===== config.mk =====
export PLATFORM = sky130hd
export DESIGN_NAME = gpp_port
export DESIGN_NICKNAME = d
export VERILOG_FILES = /design/src/include/gpp_pkg.sv /design/src/hdl/gpp_port.sv
export VERILOG_INCLUDE_DIRS = /design/src /design/src/include
export SDC_FILE = /design/constraint.sdc
export NUM_CORES = 1
export LEC_CHECK = 0
export BUFFER_PORTS_ARGS = -buffer_cell sky130_fd_sc_hd__clkbuf_2
export CORE_MARGIN = 3
export CORE_UTILIZATION = 51
export DETAILED_ROUTE_END_ITERATION = 8
export PLACE_DENSITY = 0.79
export SYNTH_ARGS = -nofsm -noshare
export SYNTH_HDL_FRONTEND = slang
export SYNTH_SLANG_ARGS = --single-unit

===== constraint.sdc =====
create_clock -name aclk -period 2.61 [get_ports aclk]
set_clock_uncertainty 0.15 [all_clocks]
set_input_delay 0.1305 -clock aclk [delete_from_list [all_inputs] [get_ports aclk]]
set_output_delay 0.1305 -clock aclk [all_outputs]
set_load 0.02 [all_outputs]

===== src/include/gpp_consts.svh =====
// Constants for the general-purpose port block: map, fields, resets, timing
//
// Contract
// - During reset, port 2 bits 2 and 3 are weakly pulled to ground.
// - During reset, the shared reset / port 3 bit 4 pin is pulled high.
// - With the option set to port use, the shared pin never resets.
// - Option read after reset release; low shared pin beforehand keeps reset.
// - Output level change on either interrupt-capable pin sets its request flag.
// - Single-bit port operation reads and rewrites the whole 8-bit port.
`ifndef GPP_CONSTS_SVH
`define GPP_CONSTS_SVH

// Register byte addresses
`define GPP_A_OUT2    8'h00
`define GPP_A_DIR2    8'h04
`define GPP_A_OUT3    8'h08
`define GPP_A_DIR3    8'h0C
`define GPP_A_IN2     8'h10
`define GPP_A_IN3     8'h14
`define GPP_A_STAT    8'h18
`define GPP_A_MASK    8'h1C
`define GPP_A_BITOP   8'h20
`define GPP_A_BOOT    8'h24

// Reset values
`define GPP_OUT_RST   8'h00
`define GPP_DIR_RST   8'h00
`define GPP_STAT_RST  2'h0
`define GPP_MASK_RST  2'h3

// Port 3 bit 4 is input only: direction write mask
`define GPP_P3_DIR_MASK 8'hEF

// Pin bit positions
`define GPP_B_P2_PD_LO 2
`define GPP_B_P2_PD_HI 3
`define GPP_B_P2_IRQ   1
`define GPP_B_P3_IRQ   2
`define GPP_B_P3_RST   4

// Cycles the option setting takes to be read after release
`define GPP_OPT_CYC   3'h4

// AXI responses
`define GPP_RESP_OK   2'h0
`define GPP_RESP_ERR  2'h2

`endif


===== src/include/gpp_pkg.sv =====
// Types shared by the general-purpose port block
package gpp_pkg;

  // Pin drive of one 8-bit port
  typedef struct packed {
    logic [7:0] drv;
    logic [7:0] oe;
  } gpp_pin_out_t;

  // Single-bit port operation as written by software
  typedef struct packed {
    logic       port_sel;
    logic       value;
    logic [2:0] bit_idx;
  } gpp_bitop_t;

  // Reset sequencer states
  typedef enum logic [1:0] {
    gpp_st_opt    = 2'b00,
    gpp_st_run    = 2'b01,
    gpp_st_pinrst = 2'b10
  } gpp_rst_st_t;

endpackage


===== src/hdl/gpp_port.sv =====
// General-purpose ports 2 and 3 with reset pin sharing and pin interrupts
//
// Chosen here: the AXI4-Lite register port and the register addresses.
`timescale 1ns/1ps
`include "gpp_consts.svh"

module gpp_port (
  // Clock and reset
  input  wire logic                  aclk,
  input  wire logic                  aresetn,
  // AXI4-Lite write address
  input  wire logic [7:0]            s_axi_awaddr,
  input  wire logic                  s_axi_awvalid,
  output logic                       s_axi_awready,
  // AXI4-Lite write data
  input  wire logic [31:0]           s_axi_wdata,
  input  wire logic [3:0]            s_axi_wstrb,
  input  wire logic                  s_axi_wvalid,
  output logic                       s_axi_wready,
  // AXI4-Lite write response
  output logic [1:0]                 s_axi_bresp,
  output logic                       s_axi_bvalid,
  input  wire logic                  s_axi_bready,
  // AXI4-Lite read address
  input  wire logic [7:0]            s_axi_araddr,
  input  wire logic                  s_axi_arvalid,
  output logic                       s_axi_arready,
  // AXI4-Lite read data
  output logic [31:0]                s_axi_rdata,
  output logic [1:0]                 s_axi_rresp,
  output logic                       s_axi_rvalid,
  input  wire logic                  s_axi_rready,
  // Port 2 pins
  input  wire logic [7:0]            port2_pin_in,
  output gpp_pkg::gpp_pin_out_t      port2_pin_out,
  output logic                       port2_bit2_pin_pd,
  output logic                       port2_bit3_pin_pd,
  // Port 3 pins
  input  wire logic [7:0]            port3_pin_in,
  output gpp_pkg::gpp_pin_out_t      port3_pin_out,
  output logic                       port3_bit4_pin_pu,
  // Option setting and chip reset
  input  wire logic                  option_port_mode,
  output logic                       core_reset_n,
  // Interrupt
  output logic                       irq
);

  // Port state, index 0 is port 2, index 1 is port 3
  logic [1:0][7:0]          out_q;
  logic [1:0][7:0]          dir_q;
  logic [1:0][7:0]          drv_prev_q;
  logic [1:0][7:0]          sync1_q;
  logic [1:0][7:0]          pin_s_q;
  logic [1:0]               stat_q;
  logic [1:0]               stat_d;
  logic [1:0]               mask_q;
  logic [1:0]               mask_d;
  logic [1:0]               pin_evt;
  logic                     irq_q;
  // Bus state
  logic [7:0]               aw_addr_q;
  logic                     aw_full_q;
  logic                     awready_q;
  logic [31:0]              w_data_q;
  logic [3:0]               w_strb_q;
  logic                     w_full_q;
  logic                     wready_q;
  logic                     bvalid_q;
  logic [1:0]               bresp_q;
  logic                     arready_q;
  logic                     rvalid_q;
  logic [31:0]              rdata_q;
  logic [1:0]               rresp_q;
  logic                     do_wr;
  logic                     wr_lane0;
  logic                     wr_hit;
  logic [31:0]              rd_word;
  logic                     rd_hit;
  // Reset sequencer
  gpp_pkg::gpp_rst_st_t     rst_st_q;
  logic [2:0]               opt_cnt_q;
  logic                     option_q;
  logic                     core_rst_n_q;
  logic                     port_rst;
  logic                     pd_q;
  logic                     pu_q;
  logic                     rst_pin_s;
  // Single-bit operation
  gpp_pkg::gpp_bitop_t      bitop;
  logic [7:0]               bitop_rd;
  logic [7:0]               bitop_new;

  // Two-stage synchroniser on every port pin, one process for the whole vector
  always_ff @(posedge aclk) begin
    if (!aresetn) begin
      sync1_q <= 16'h0000;
      pin_s_q <= 16'h0000;
    end else begin
      sync1_q <= {port3_pin_in, port2_pin_in};
      pin_s_q <= sync1_q;
    end
  end

  assign rst_pin_s = pin_s_q[1][`GPP_B_P3_RST];

  // Reset sequencer: option read after release, shared pin as reset
  always_ff @(posedge aclk) begin
    if (!aresetn) begin
      rst_st_q     <= gpp_pkg::gpp_st_opt;
      opt_cnt_q    <= 3'h0;
      option_q     <= 1'b0;
      core_rst_n_q <= 1'b0;
    end else begin
      case (rst_st_q)
        gpp_pkg::gpp_st_opt: begin
          if (!rst_pin_s) begin
            opt_cnt_q <= 3'h0;
          end else if (opt_cnt_q == `GPP_OPT_CYC - 3'h1) begin
            option_q     <= option_port_mode;
            core_rst_n_q <= 1'b1;
            rst_st_q     <= gpp_pkg::gpp_st_run;
            opt_cnt_q    <= 3'h0;
          end else begin
            opt_cnt_q <= opt_cnt_q + 3'h1;
          end
        end
        gpp_pkg::gpp_st_run: begin
          if (!option_q && !rst_pin_s) begin
            core_rst_n_q <= 1'b0;
            rst_st_q     <= gpp_pkg::gpp_st_pinrst;
          end
        end
        gpp_pkg::gpp_st_pinrst: begin
          if (rst_pin_s) begin
            rst_st_q <= gpp_pkg::gpp_st_opt;
          end
        end
        default: begin
          rst_st_q     <= gpp_pkg::gpp_st_opt;
          core_rst_n_q <= 1'b0;
        end
      endcase
    end
  end

  assign port_rst = !aresetn || !core_rst_n_q;

  // Weak pulls held while the chip is in reset
  always_ff @(posedge aclk) begin
    pd_q <= port_rst;
    pu_q <= port_rst;
  end

  // Write address channel
  always_ff @(posedge aclk) begin
    if (!aresetn) begin
      aw_addr_q <= 8'h00;
      aw_full_q <= 1'b0;
      awready_q <= 1'b1;
    end else if (s_axi_awvalid && awready_q) begin
      aw_addr_q <= s_axi_awaddr;
      aw_full_q <= 1'b1;
      awready_q <= 1'b0;
    end else if (bvalid_q && s_axi_bready) begin
      aw_full_q <= 1'b0;
      awready_q <= 1'b1;
    end
  end

  // Write data channel
  always_ff @(posedge aclk) begin
    if (!aresetn) begin
      w_data_q <= 32'h0000_0000;
      w_strb_q <= 4'h0;
      w_full_q <= 1'b0;
      wready_q <= 1'b1;
    end else if (s_axi_wvalid && wready_q) begin
      w_data_q <= s_axi_wdata;
      w_strb_q <= s_axi_wstrb;
      w_full_q <= 1'b1;
      wready_q <= 1'b0;
    end else if (bvalid_q && s_axi_bready) begin
      w_full_q <= 1'b0;
      wready_q <= 1'b1;
    end
  end

  // Write decode, one pulse per write
  always_comb begin
    do_wr    = aw_full_q && w_full_q && !bvalid_q;
    wr_lane0 = do_wr && w_strb_q[0];
    case (aw_addr_q)
      `GPP_A_OUT2, `GPP_A_DIR2, `GPP_A_OUT3, `GPP_A_DIR3,
      `GPP_A_IN2, `GPP_A_IN3, `GPP_A_STAT, `GPP_A_MASK,
      `GPP_A_BITOP, `GPP_A_BOOT: wr_hit = 1'b1;
      default:                   wr_hit = 1'b0;
    endcase
  end

  // Write response
  always_ff @(posedge aclk) begin
    if (!aresetn) begin
      bvalid_q <= 1'b0;
      bresp_q  <= `GPP_RESP_OK;
    end else if (do_wr) begin
      bvalid_q <= 1'b1;
      bresp_q  <= wr_hit ? `GPP_RESP_OK : `GPP_RESP_ERR;
    end else if (bvalid_q && s_axi_bready) begin
      bvalid_q <= 1'b0;
    end
  end

  // Single-bit operation: whole port read, one bit changed
  always_comb begin
    bitop     = gpp_pkg::gpp_bitop_t'(w_data_q[4:0]);
    bitop_rd  = (dir_q[bitop.port_sel] & out_q[bitop.port_sel])
              | (~dir_q[bitop.port_sel] & pin_s_q[bitop.port_sel]);
    bitop_new = bitop_rd;
    bitop_new[bitop.bit_idx] = bitop.value;
  end

  // Output latches and direction registers
  always_ff @(posedge aclk) begin
    if (port_rst) begin
      out_q <= {`GPP_OUT_RST, `GPP_OUT_RST};
      dir_q <= {`GPP_DIR_RST, `GPP_DIR_RST};
    end else if (wr_lane0) begin
      case (aw_addr_q)
        `GPP_A_OUT2:  out_q[0] <= w_data_q[7:0];
        `GPP_A_DIR2:  dir_q[0] <= w_data_q[7:0];
        `GPP_A_OUT3:  out_q[1] <= w_data_q[7:0];
        `GPP_A_DIR3:  dir_q[1] <= w_data_q[7:0] & `GPP_P3_DIR_MASK;
        `GPP_A_BITOP: out_q[bitop.port_sel] <= bitop_new;
        default:      out_q <= out_q;
      endcase
    end
  end

  // Previous driven level for change detection
  always_ff @(posedge aclk) begin
    if (port_rst) begin
      drv_prev_q <= {`GPP_OUT_RST, `GPP_OUT_RST};
    end else begin
      drv_prev_q <= out_q;
    end
  end

  // Output level change on interrupt-capable pins
  assign pin_evt[0] = dir_q[0][`GPP_B_P2_IRQ]
                    && (out_q[0][`GPP_B_P2_IRQ] != drv_prev_q[0][`GPP_B_P2_IRQ]);
  assign pin_evt[1] = dir_q[1][`GPP_B_P3_IRQ]
                    && (out_q[1][`GPP_B_P3_IRQ] != drv_prev_q[1][`GPP_B_P3_IRQ]);

  // Status write-one-to-clear, set wins; mask update
  always_comb begin
    stat_d = stat_q;
    mask_d = mask_q;
    if (wr_lane0 && aw_addr_q == `GPP_A_STAT) begin
      stat_d = stat_q & ~w_data_q[1:0];
    end
    if (wr_lane0 && aw_addr_q == `GPP_A_MASK) begin
      mask_d = w_data_q[1:0];
    end
    stat_d = stat_d | pin_evt;
  end

  // Interrupt status and mask
  always_ff @(posedge aclk) begin
    if (port_rst) begin
      stat_q <= `GPP_STAT_RST;
      mask_q <= `GPP_MASK_RST;
      irq_q  <= 1'b0;
    end else begin
      stat_q <= stat_d;
      mask_q <= mask_d;
      irq_q  <= |(stat_d & ~mask_d);
    end
  end

  // Read decode
  always_comb begin
    rd_word = 32'h0000_0000;
    rd_hit  = 1'b1;
    case (s_axi_araddr)
      `GPP_A_OUT2:  rd_word[7:0] = out_q[0];
      `GPP_A_DIR2:  rd_word[7:0] = dir_q[0];
      `GPP_A_OUT3:  rd_word[7:0] = out_q[1];
      `GPP_A_DIR3:  rd_word[7:0] = dir_q[1];
      `GPP_A_IN2:   rd_word[7:0] = pin_s_q[0];
      `GPP_A_IN3:   rd_word[7:0] = pin_s_q[1];
      `GPP_A_STAT:  rd_word[1:0] = stat_q;
      `GPP_A_MASK:  rd_word[1:0] = mask_q;
      `GPP_A_BITOP: rd_word[0]   = 1'b0;
      `GPP_A_BOOT:  rd_word[1:0] = {core_rst_n_q, option_q};
      default:      rd_hit       = 1'b0;
    endcase
  end

  // Read channel
  always_ff @(posedge aclk) begin
    if (!aresetn) begin
      arready_q <= 1'b1;
      rvalid_q  <= 1'b0;
      rdata_q   <= 32'h0000_0000;
      rresp_q   <= `GPP_RESP_OK;
    end else if (s_axi_arvalid && arready_q) begin
      arready_q <= 1'b0;
      rvalid_q  <= 1'b1;
      rdata_q   <= rd_word;
      rresp_q   <= rd_hit ? `GPP_RESP_OK : `GPP_RESP_ERR;
    end else if (rvalid_q && s_axi_rready) begin
      arready_q <= 1'b1;
      rvalid_q  <= 1'b0;
    end
  end

  // Bus outputs
  assign s_axi_awready = awready_q;
  assign s_axi_wready  = wready_q;
  assign s_axi_bvalid  = bvalid_q;
  assign s_axi_bresp   = bresp_q;
  assign s_axi_arready = arready_q;
  assign s_axi_rvalid  = rvalid_q;
  assign s_axi_rdata   = rdata_q;
  assign s_axi_rresp   = rresp_q;
  // Pin outputs: output-mode bits drive their latch
  assign port2_pin_out.drv = out_q[0];
  assign port2_pin_out.oe  = dir_q[0];
  assign port3_pin_out.drv = out_q[1];
  assign port3_pin_out.oe  = dir_q[1];
  // Pulls, chip reset and interrupt
  assign port2_bit2_pin_pd = pd_q;
  assign port2_bit3_pin_pd = pd_q;
  assign port3_bit4_pin_pu = pu_q;
  assign core_reset_n      = core_rst_n_q;
  assign irq               = irq_q;

endmodule


Word level (Yosys, flattened, before mapping)
Index checks and enable logic that the tools add are counted.
Operators by class
  $lt $le $gt $ge: 4
  multiplexer cells: 45
  equality and inequality tests: 27
  bitwise operators: 10
  add/sub/neg operators: 1
  reductions and logical operators: 40
Operators by type and width (number)
  $eq 8x5->1 const B: 8
  $mux 8: 7
  $pmux 6 s6: 1
  $eq 8x4->1 const B: 4
  $eq 8x6->1 const B: 4
  $pmux 8 s2: 2
  $reduce_or 10->1: 2
  $pmux 1 s9: 2
  $mux 1: 17
  $and 8x8->8: 2
  $bwmux 16: 1
  $eq 8x3->1 const B: 2
  $logic_not 8->1: 2
  $mux 2: 8
  $logic_and 1x1->1: 15
  $reduce_bool 2->1: 6
  $bwmux 8: 1
  $demux 8 s1: 1
  $ne 2x2->1 const B: 4
  $not 8->8: 1
  $or 8x8->8: 1
  $reduce_and 2->1: 4
  $reduce_and 4->1: 2
  $mux 3: 2
  other kinds (21): 28
Word-level totals
  input port bits: 76
  register bits: 117
  output and inout bits: 78
  logic and storage cells: 158

Logic depth before layout (Yosys ltp)
Gate-level depths: netlist of the first run.
  depth after elaboration: 8
  gate-level depth with buffers: 7
  depth with buffers taken out: 6

Worst setup path before layout of the first run
OpenSTA, ideal clock, no wires.
  kind: reg2reg
  start: reg bvalid_q, in the netlist s_axi_bvalid
  end: reg dir_q, in the netlist port2_pin_out[4]
  required time: 2333 ps
  library setup time: 127 ps
  path slack: 651 ps
  cell stages (with the launch flop): 6
  buffers on the path: 0
  arrival: 1682 ps
  period minus slack after synthesis: 1959 ps
  cells stage by stage: dfxtp_1 and4b_1 nand2_1 nor4_4 mux2i_1 nor2_1
Between the ends
  cells in the longest elaborated chain, start to end: 4
RTL lines
  from (decl): line gpp_port.sv:69  | logic bvalid_q;
  from (signal assigned): line gpp_port.sv:204  | bvalid_q <= 1'b0;
  from (signal assigned): line gpp_port.sv:207  | bvalid_q <= 1'b1;
  from (signal assigned): line gpp_port.sv:210  | bvalid_q <= 1'b0;
  $logic_not 1->1: line gpp_port.sv:191  | do_wr = aw_full_q && w_full_q && !bvalid_q;
  $logic_and 1x1->1: line gpp_port.sv:191
  $logic_and 1x1->1: line gpp_port.sv:192  | wr_lane0 = do_wr && w_strb_q[0];
  $reduce_and 2->1 (no source line)
  to (signal assigned): line gpp_port.sv:227  | dir_q <= {`GPP_DIR_RST, `GPP_DIR_RST};
  to (decl): line gpp_port.sv:51  | logic [1:0][7:0] dir_q;
No other way between the ends.
A chain may end at the register's enable or synchronous reset.

Final worst setup path of the first run
  start: reg aw_addr_q[5]
  end: reg out_q, in the netlist port3_pin_out[8]
Between the ends
  cells in the longest elaborated chain, start to end: 3
  elaborated cells on any way between the ends: 5
  those cells by class: 2 x eq/ne; 1 x mux; 2 x reduce/logical
RTL lines
  from (decl): line gpp_port.sv:62  | logic [7:0] aw_addr_q;
  from (signal assigned): line gpp_port.sv:162  | aw_addr_q <= s_axi_awaddr;
  $eq 8x6->1 / $eq 8x4->1 (equally long branches): line gpp_port.sv:229  | case (aw_addr_q)
  $reduce_bool 2->1 (no source line)
  $reduce_and 2->1 (no source line)
  to (signal assigned): line gpp_port.sv:226  | out_q <= {`GPP_OUT_RST, `GPP_OUT_RST};
  to (signal, indexed assignment): line gpp_port.sv:234  | `GPP_A_BITOP: out_q[bitop.port_sel] <= bitop_new;
  to (signal assigned): line gpp_port.sv:235  | default: out_q <= out_q;
  to (decl): line gpp_port.sv:50  | logic [1:0][7:0] out_q;
Several ways; a longest one is shown, not always the timed one.

==> results of run 1 <==
## cell usage after synthesis (2+ instances only)
cell / instances
clkbuf_1: 24
nor3b_1: 3
nor4_1: 3
mux2i_1: 36
nor2_1: 38
a221o_1: 2
mux4_2: 8
dfxtp_1: 112
o211ai_1: 2
nand3b_1: 5
buf_4: 29
nand2b_1: 9
buf_2: 4
nor4b_2: 2
mux2_2: 6
a31oi_1: 15
inv_1: 5
nand2_1: 62
a21boi_0: 20
and3_1: 2
and2_1: 41
a32o_1: 2
a211o_1: 5
o21ai_0: 41
a21oi_1: 18
nor3_1: 11
nor2b_1: 7
nand3_1: 13
or3_1: 4
a221oi_1: 3
xor2_1: 2
nand4_1: 2
## flip-flops by register name, summed over array words and instances (netlist names), 2 cells and up
signal / flops
opt_cnt_q: 3
drv_prev_q: 2
port2_pin_out: 16
w_data_q: 8
s_axi_rdata: 8
aw_addr_q: 8
pin_s_q: 16
port3_pin_out: 15
mask_q: 2
stat_q: 2
sync1_q: 16
rst_st_q: 2
## cells by family after synthesis
group | Yosys count | share of synthesized area (%)
compound gates | 117 | 14.7
flops | 112 | 44.2
other cells | 1 | 0.0739
fa+ha+maj | 1 | 0.246
simple gates | 209 | 21.7
buf+inv | 62 | 6.83
mux | 50 | 12.0
xor+xnor | 2 | 0.345
## through the flow
stage / hold slack (ns) / cells / utilization (%) / worst slack, ns / area (sq um)
floorplan: 0.108 / 580 / - / 0.651 / 5170
global placement: 0.185 / 759 / 58.8 / 0.539 / 5560
detailed placement: 0.191 / 759 / 58.8 / 0.475 / 5560
CTS: 0.0181 / 814 / 64.9 / 0.442 / 6140
global route: 0.0684 / 814 / 64.9 / 0.264 / 6140
finish: 0.0339 / 814 / 64.9 / 0.351 / 6140
## timing repair
item / 4_1_cts / 5_1_grt
resized for setup: 0 / 0
hold endpoints to repair: 43 / 0
hold buffers: 40 / 0
## power by group through the flow
stage / Sequential (mW) / Clock (mW) / Combinational (mW)
final: 1.82 / 0.976 / 0.350
after global placement: 1.85 / 0 / 0.289
after global routing: 1.82 / 1.05 / 0.386
after CTS: 1.81 / 0.988 / 0.346
after floorplan: 1.84 / 0 / 0.235
after detailed placement: 1.85 / 0 / 0.297
## final timing paths
| path | cells past startpoint | endpoint | slack (ns) |
|---|---|---|---|
| max | 4 | port3_pin_out[8] | 0.35 |
| min | 4 | s_axi_rdata[1] | 0.03 |
| max reg2reg | 4 | port3_pin_out[8] | 0.35 |
| min reg2reg | 1 | pin_s_q[12] | 0.29 |
## metal layers
metal | GRT usage [%] | part of all wire [%] | vias to the layer above | wire (um)
met5 | 0 | 0 | - | 0
met4 | 8.05 | 2.6 | 0 | 337
met3 | 4.47 | 7.2 | 27 | 940
met2 | 41.2 | 50 | 215 | 6510
met1 | 28.7 | 40 | 2139 | 5300
li1 | - | - | 2148 | -
## worst max-delay path: cells and delay by family (launching register included)
kind	cells	cell delay (ns)
AO/OA/AOI/OAI	1	0.18
flip-flops	1	0.46
AND/OR/NAND/NOR	3	1.40
## final cells by class
class / count / share of cell area, %
inverter: 5 / 0.306
sequential: 112 / 36.5
clock inverter: 6 / 0.896
clock buffer: 9 / 2.02
timing repair buffer: 147 / 15.6
multi-input combinational: 406 / 42.1
tap: 129 / 2.63
## layout by cell type, fill, tap and decap left out, drive strengths merged, types with 3 or more instances in the layout
master | Yosys | layout
dfxtp | 112 | 112
clkbuf | 24 | 108
nand2 | 62 | 62
and2 | 41 | 41
o21ai | 41 | 41
dlygate4sd3 | 0 | 40
nor2 | 38 | 38
mux2i | 36 | 36
conb | 1 | 27
a21boi | 20 | 20
a21oi | 18 | 18
a31oi | 15 | 15
nand3 | 13 | 13
nor3 | 12 | 12
nand2b | 9 | 9
mux4 | 8 | 8
buf | 33 | 8
nor2b | 7 | 7
inv | 5 | 7
mux2 | 6 | 6
nand3b | 5 | 5
a211o | 5 | 5
or3 | 5 | 5
nor4 | 5 | 5
nor3b | 3 | 3
a221oi | 3 | 3
==> impl_results.md, run 1 <==
- Run status: finished clean
- Average cell area after synthesis: a little over 9 sq um
- Leading area contributor after synthesis: dfxtp_1
- RSZ-0062 raised after global routing: false
- Worst skew pair latency: roughly 0.37 ns
- Sequential area share after synthesis: around 44%
- Critical path launch point type: register
- Pwr dens: approximately 510 nW/um^2
- Tightest Pin Transition: approximately 0.86 ns
- Mapped Cells: ~550
- Post-synth cell types: 50
- Die area: around 11000 sq um
- Overflow after GRT: 0
- Top FF cell, synth: dfxtp_1
- Ys async rst share: 0%
- MaxCap Viol Count: 0
- Port-buffer cells: slightly below 100
- Nets: around 760
- Vias per std cell: between 5 and 6
- Clock slew at reported path FFs: ~0.11 ns
- Worst Path Required: 2.76 ns
- Synth warn: 0
- Post-DRT Antenna Nets: 0
- Clk network pwr share: slightly above 30%
- Post-CTS setup buffers: 0
- CTS tree: yes
- Final WL: 13.1 mm
- Post-synth EDFFs: 0
- Largest net degree at the start of global routing: 78
- Top-area cell type share of the netlist area: around 44%
- Critical Path AT: between 2 and 2.5 ns
- Global-route wire length before repair: ~21 mm
- Standard-cell rows: 35
- Slowest-stage cell, CP: nor4b_2
- Root Buffer: clkbuf_8
- Seq cells post-synth: ~110
- Wire length per cell: between 15 and 20 um
- TritonRoute pass-1 iters: 5
- Sequential Power Share: between 50% and 60%
- Htree depth: 3
- N_diodes: 0
- Hpwl dp: between 8 and 9 mm
- Cell Chain, Critical Path: nor4b_2 > nand3_1 > or3b_1 > a31oi_1
- Initial Util: between 50% and 60%
- Worst R2R Start: aw_addr_q[5]
- DR DRC count: 0
- Final setup viols: 0
- Initial antenna violation count: 0
- Logic gate share of total power: 11.1%
- Slowest stage delay, CP: 0.50 ns
- Min Tclk post-route: 2.26 ns
- Leak Pwr: roughly 2.4 nW
- Core Region: ~9500 sq um
- # clock sinks: between 100 and 150
- Rel. slew slack: between 40% and 50%
- Vias in the first global route: around 4.4k
- Tot GR Track Use: 23.5%
- Top area cells in the synthesized netlist: dfxtp_1 44%, mux2i_1 7.1%, and2_1 5.1%
- Part of the cycle the worst path needs: between 80 and 90%
- Setup crit end kind: register
- Routed via count: between 4k and 5k
- Crit path max fanout: 7
- Register Area: 2240 sq um
- Switch share: between 20 and 30%
- Final Power: ~3.1 mW
- Hold Violations, Final: 0
- Min-Delay Path Class: in -> reg
- Switching power: between 0.8 and 0.9 mW
- Area taken by multi-input logic gates: 2580 sq um
- Top Ports: approximately 150
- Initial DRC Count: about 260
- Die W: ~110 um
- Die Span Y: around 110 um
- Clock buffer depth: 2
- Setup TNS: 0 ns
- Filler cells: around 760
- Area delta synth->final: 21.0%
- Largest vdd supply drop: between 400 and 500 uV
- Worst hold start: s_axi_araddr[0]
- Share of layout cells above drive strength 1: a little over a fifth
- Netlist area before placement: 5080 sq um
- Max Fclk: between 400 and 500 MHz
- Routability Congestion: 0.917
- Fin. max-slew vios: 0
- CTS Buf Count: 9
- Worst Setup Path Type: reg -> reg
- CP Launch Point: aw_addr_q[5]
- P_int: ~2.3 mW
(Power assumes the default switching activity.)
==> run 2, diff against run 1 <==
- BUFFER_PORTS_ARGS: -buffer_cell sky130_fd_sc_hd__clkbuf_2 -> not set
- CORE_UTILIZATION: 51 -> 60
- CTS_CLUSTER_DIAMETER: not set -> 40
- DONT_BUFFER_PORTS: not set -> 1
- PLACE_DENSITY: 0.79 -> 0.76
==> run 2 against run 1 <==
The run now ends with hold timing left. Core utilization grew 8.2 points. Cell count decreased by 13%. Non-clock buffer count is 80 lower. Power increased by 0.28%. Die area shrank 14%. Sequential power barely moved. Count of clock-buffer cells in the layout did not move. Register-to-register slack better by 0.08 ns. Largest power group unchanged.
==> impl_results.md, run 2 (synthesized netlist as in run 1, its figures left out) <==
- Critical path launch point type: input port
- Worst R2R Start: aw_addr_q[5]
- Slowest stage delay, CP: 0.60 ns (+0.10 ns)
- Slowest-stage cell, CP: dlygate4sd3_1
- Worst Setup Path Type: in -> reg
- Largest vdd supply drop: 502 uV (+24%)
- Max Fclk: 429 MHz (-3.0%)
- Final WL: 12.6 mm (-3.7%)
- Cell Chain, Critical Path: dlygate4sd3_1 > nor3_1 > dlygate4sd3_1 > nand3_1 > o21ai_0 > dlygate4sd3_1
- # clock sinks: 112 (unchanged)
- Clock buffer depth: 2 (unchanged)
- Worst Path Required: 2.79 ns (+0.03 ns)
- Worst skew pair latency: 0.37 ns (about the same)
- Routability Congestion: 0.890 (-2.9%)
- Leak Pwr: 2.11 nW (-13%)
- Critical Path AT: 2.51 ns (+0.10 ns)
- WHS Path Cells: 3 (-1)
- Setup TNS: 0 ns (unchanged)
- WHS: -0.00464 ns (-0.0385 ns)
- Switch share: 27.5% (-0.030 points)
- Largest net degree at the start of global routing: 78 (unchanged)
- CTS Buf Count: 9 (unchanged)
- RR Endpoint: port3_pin_out[8]
- Pwr dens: 540 nW/um^2 (+5.7%)
- Clock slew at reported path FFs: 0.12 ns (about the same)
- Switching power: 0.868 mW (+0.17%)
- Die W: 98.0 um (-7.4%)
- Port-buffer cells: 0 (-100%)
- Vias in the first global route: 4083 (-7.5%)
- Worst hold start: s_axi_araddr[4]
- Initial antenna violation count: 0 (unchanged)
- Initial DRC Count: 253 (-4.2%)
- Min Tclk post-route: 2.33 ns (+0.0707 ns)
- Sequential Power Share: 58.1% (+0.3 points)
- Tightest Pin Transition: 0.734 ns (-0.128 ns)
- Hold path endpoint: s_axi_rdata[6]
- Post-DRT Antenna Nets: 0 (unchanged)
- Die Span Y: 98.0 um (-7.4%)
- Worst Path Buf+Inv: 3 (+3)
- RSZ-0062 raised after global routing: false
- Commonest non-fill, non-tap cells in the layout: 112 x dfxtp_1, 62 x nand2_1, 56 x dlygate4sd3_1
- Top Ports: 154 (unchanged)
- CTS resizes: 0 (unchanged)
- Clk network pwr share: 32.3% (+1.2 points)
- FF-to-FF path depth: 4 (unchanged)
- Share of layout cells above drive strength 1: 7.92% (-13 points)
- Core Region: 7970 sq um (-16%)
- Failing checks: hold timing
- Area delta synth->final: 14.8%
- Most frequent CP cell: dlygate4sd3_1
- Hold Violations, Final: 1 (+1)
- Vias per std cell: 5.92 (+6.4%)
- Standard-cell rows: 32 (-8.6%)
- Tot GR Track Use: 26.2% (+2.7 points)
- Routed via count: 4190 (-7.5%)
- Rel. slew slack: 50.6% (+8.6 points)
- Logic gate share of total power: 9.6% (-1.5 points)
- TritonRoute pass-1 iters: 7 (+2)
- N_diodes: 0 (unchanged)
- Top delay family on crit path: buffers and inverters
- Overflow after GRT: 0 (unchanged)
- Global-route wire length before repair: 20.4 mm (-4.7%)
- Final setup viols: 0 (unchanged)
- Root Buffer: clkbuf_8
- Fin. max-slew vios: 0 (unchanged)
- CTS tree: yes
- Initial Util: 63.7% (+10 points)
- Min-Delay Path Class: in -> reg
- MaxCap Viol Count: 0 (unchanged)
- Wire length per cell: 17.8 um (+11%)
- Hpwl dp: 8.27 mm (-6.8%)
- Number of cells on the critical path: 6 (+2)
- Setup crit end kind: register
- P_int: 2.28 mW (+0.32%)
- Die area: 9600 sq um (-14%)
- Nets: 678 (-11%)
- Run status: finished with violations
- Htree depth: 3 (unchanged)
- Crit path max fanout: 4 (-3)
- DR DRC count: 0 (unchanged)
- Commonest non-fill, non-tap cell in the layout: dfxtp_1
- R2R Setup Slk: 0.43 ns (+0.08 ns)
- Post-route core utilization: 73.1% (+8.2 points)
- Part of the cycle the worst path needs: 89.3% (+2.7 points)
[run 2: metrics by stage]
step	hold slack, ns	power, mW	cells	worst slack, ns	area [sq um]
floorplan	0.108	2.08	580	0.651	5170
global placement	0.0672	2.07	635	0.547	5050
detailed placement	0.0741	2.07	635	0.471	5050
CTS	0.00745	3.15	708	0.323	5830
global route	0.00559	3.26	708	0.114	5830
finish	-0.00464	3.15	708	0.280	5830
[run 2: layout make-up]
cell class,count,area (sq um)
fillers,590,2140
well taps,102,128
multi-input cells,406,2580
clock inverters,7,75.1
clock buffers,9,124
repair buffers,67,656
inverters,5,18.8
flip-flops and latches,112,2240
[run 2: what timing repair did]
action / CTS / global route
endpoints found under the hold margin: 75 / 0
hold buffers: 57 / 0
buffers inserted: 0 / 0
[run 2: routing by layer]
| layer | global-route usage (%) | up-vias | routed length [um] |
|---|---|---|---|
| met5 | 0 | - | 0 |
| met4 | 9.90 | 0 | 279 |
| met3 | 7.00 | 31 | 1270 |
| met2 | 44.0 | 205 | 6040 |
| met1 | 32.2 | 1964 | 5010 |
| li1 | - | 1990 | - |
[run 2: power by group through the flow]
stage | clock [mW] | sequential [mW] | combinational (mW)
2_1_floorplan | 0 | 1.84 | 0.235
3_3_place_gp | 0 | 1.86 | 0.202
3_5_place_dp | 0 | 1.87 | 0.206
4_1_cts | 1.02 | 1.83 | 0.296
5_1_grt | 1.09 | 1.84 | 0.334
6_report | 1.02 | 1.83 | 0.302
[run 2: how the worst max path moves through the flow]
stage / start / endpoint / slack, ns
floorplan: s_axi_bvalid / port2_pin_out[4] / 0.65
global placement: aw_addr_q[5] / port3_pin_out[8] / 0.55
detailed placement: aw_addr_q[5] / port3_pin_out[7] / 0.47
CTS: s_axi_araddr[0] / s_axi_rdata[2] / 0.32
global route: s_axi_araddr[0] / s_axi_rdata[2] / 0.11
finish: s_axi_araddr[0] / s_axi_rdata[2] / 0.28
[run 2: worst reg2reg max path: stages (launching register included)]
cell     delay, ns
dfxtp_1       0.46
nor4b_2       0.51
nand3_1       0.38
or3b_1        0.45
a31oi_1       0.16
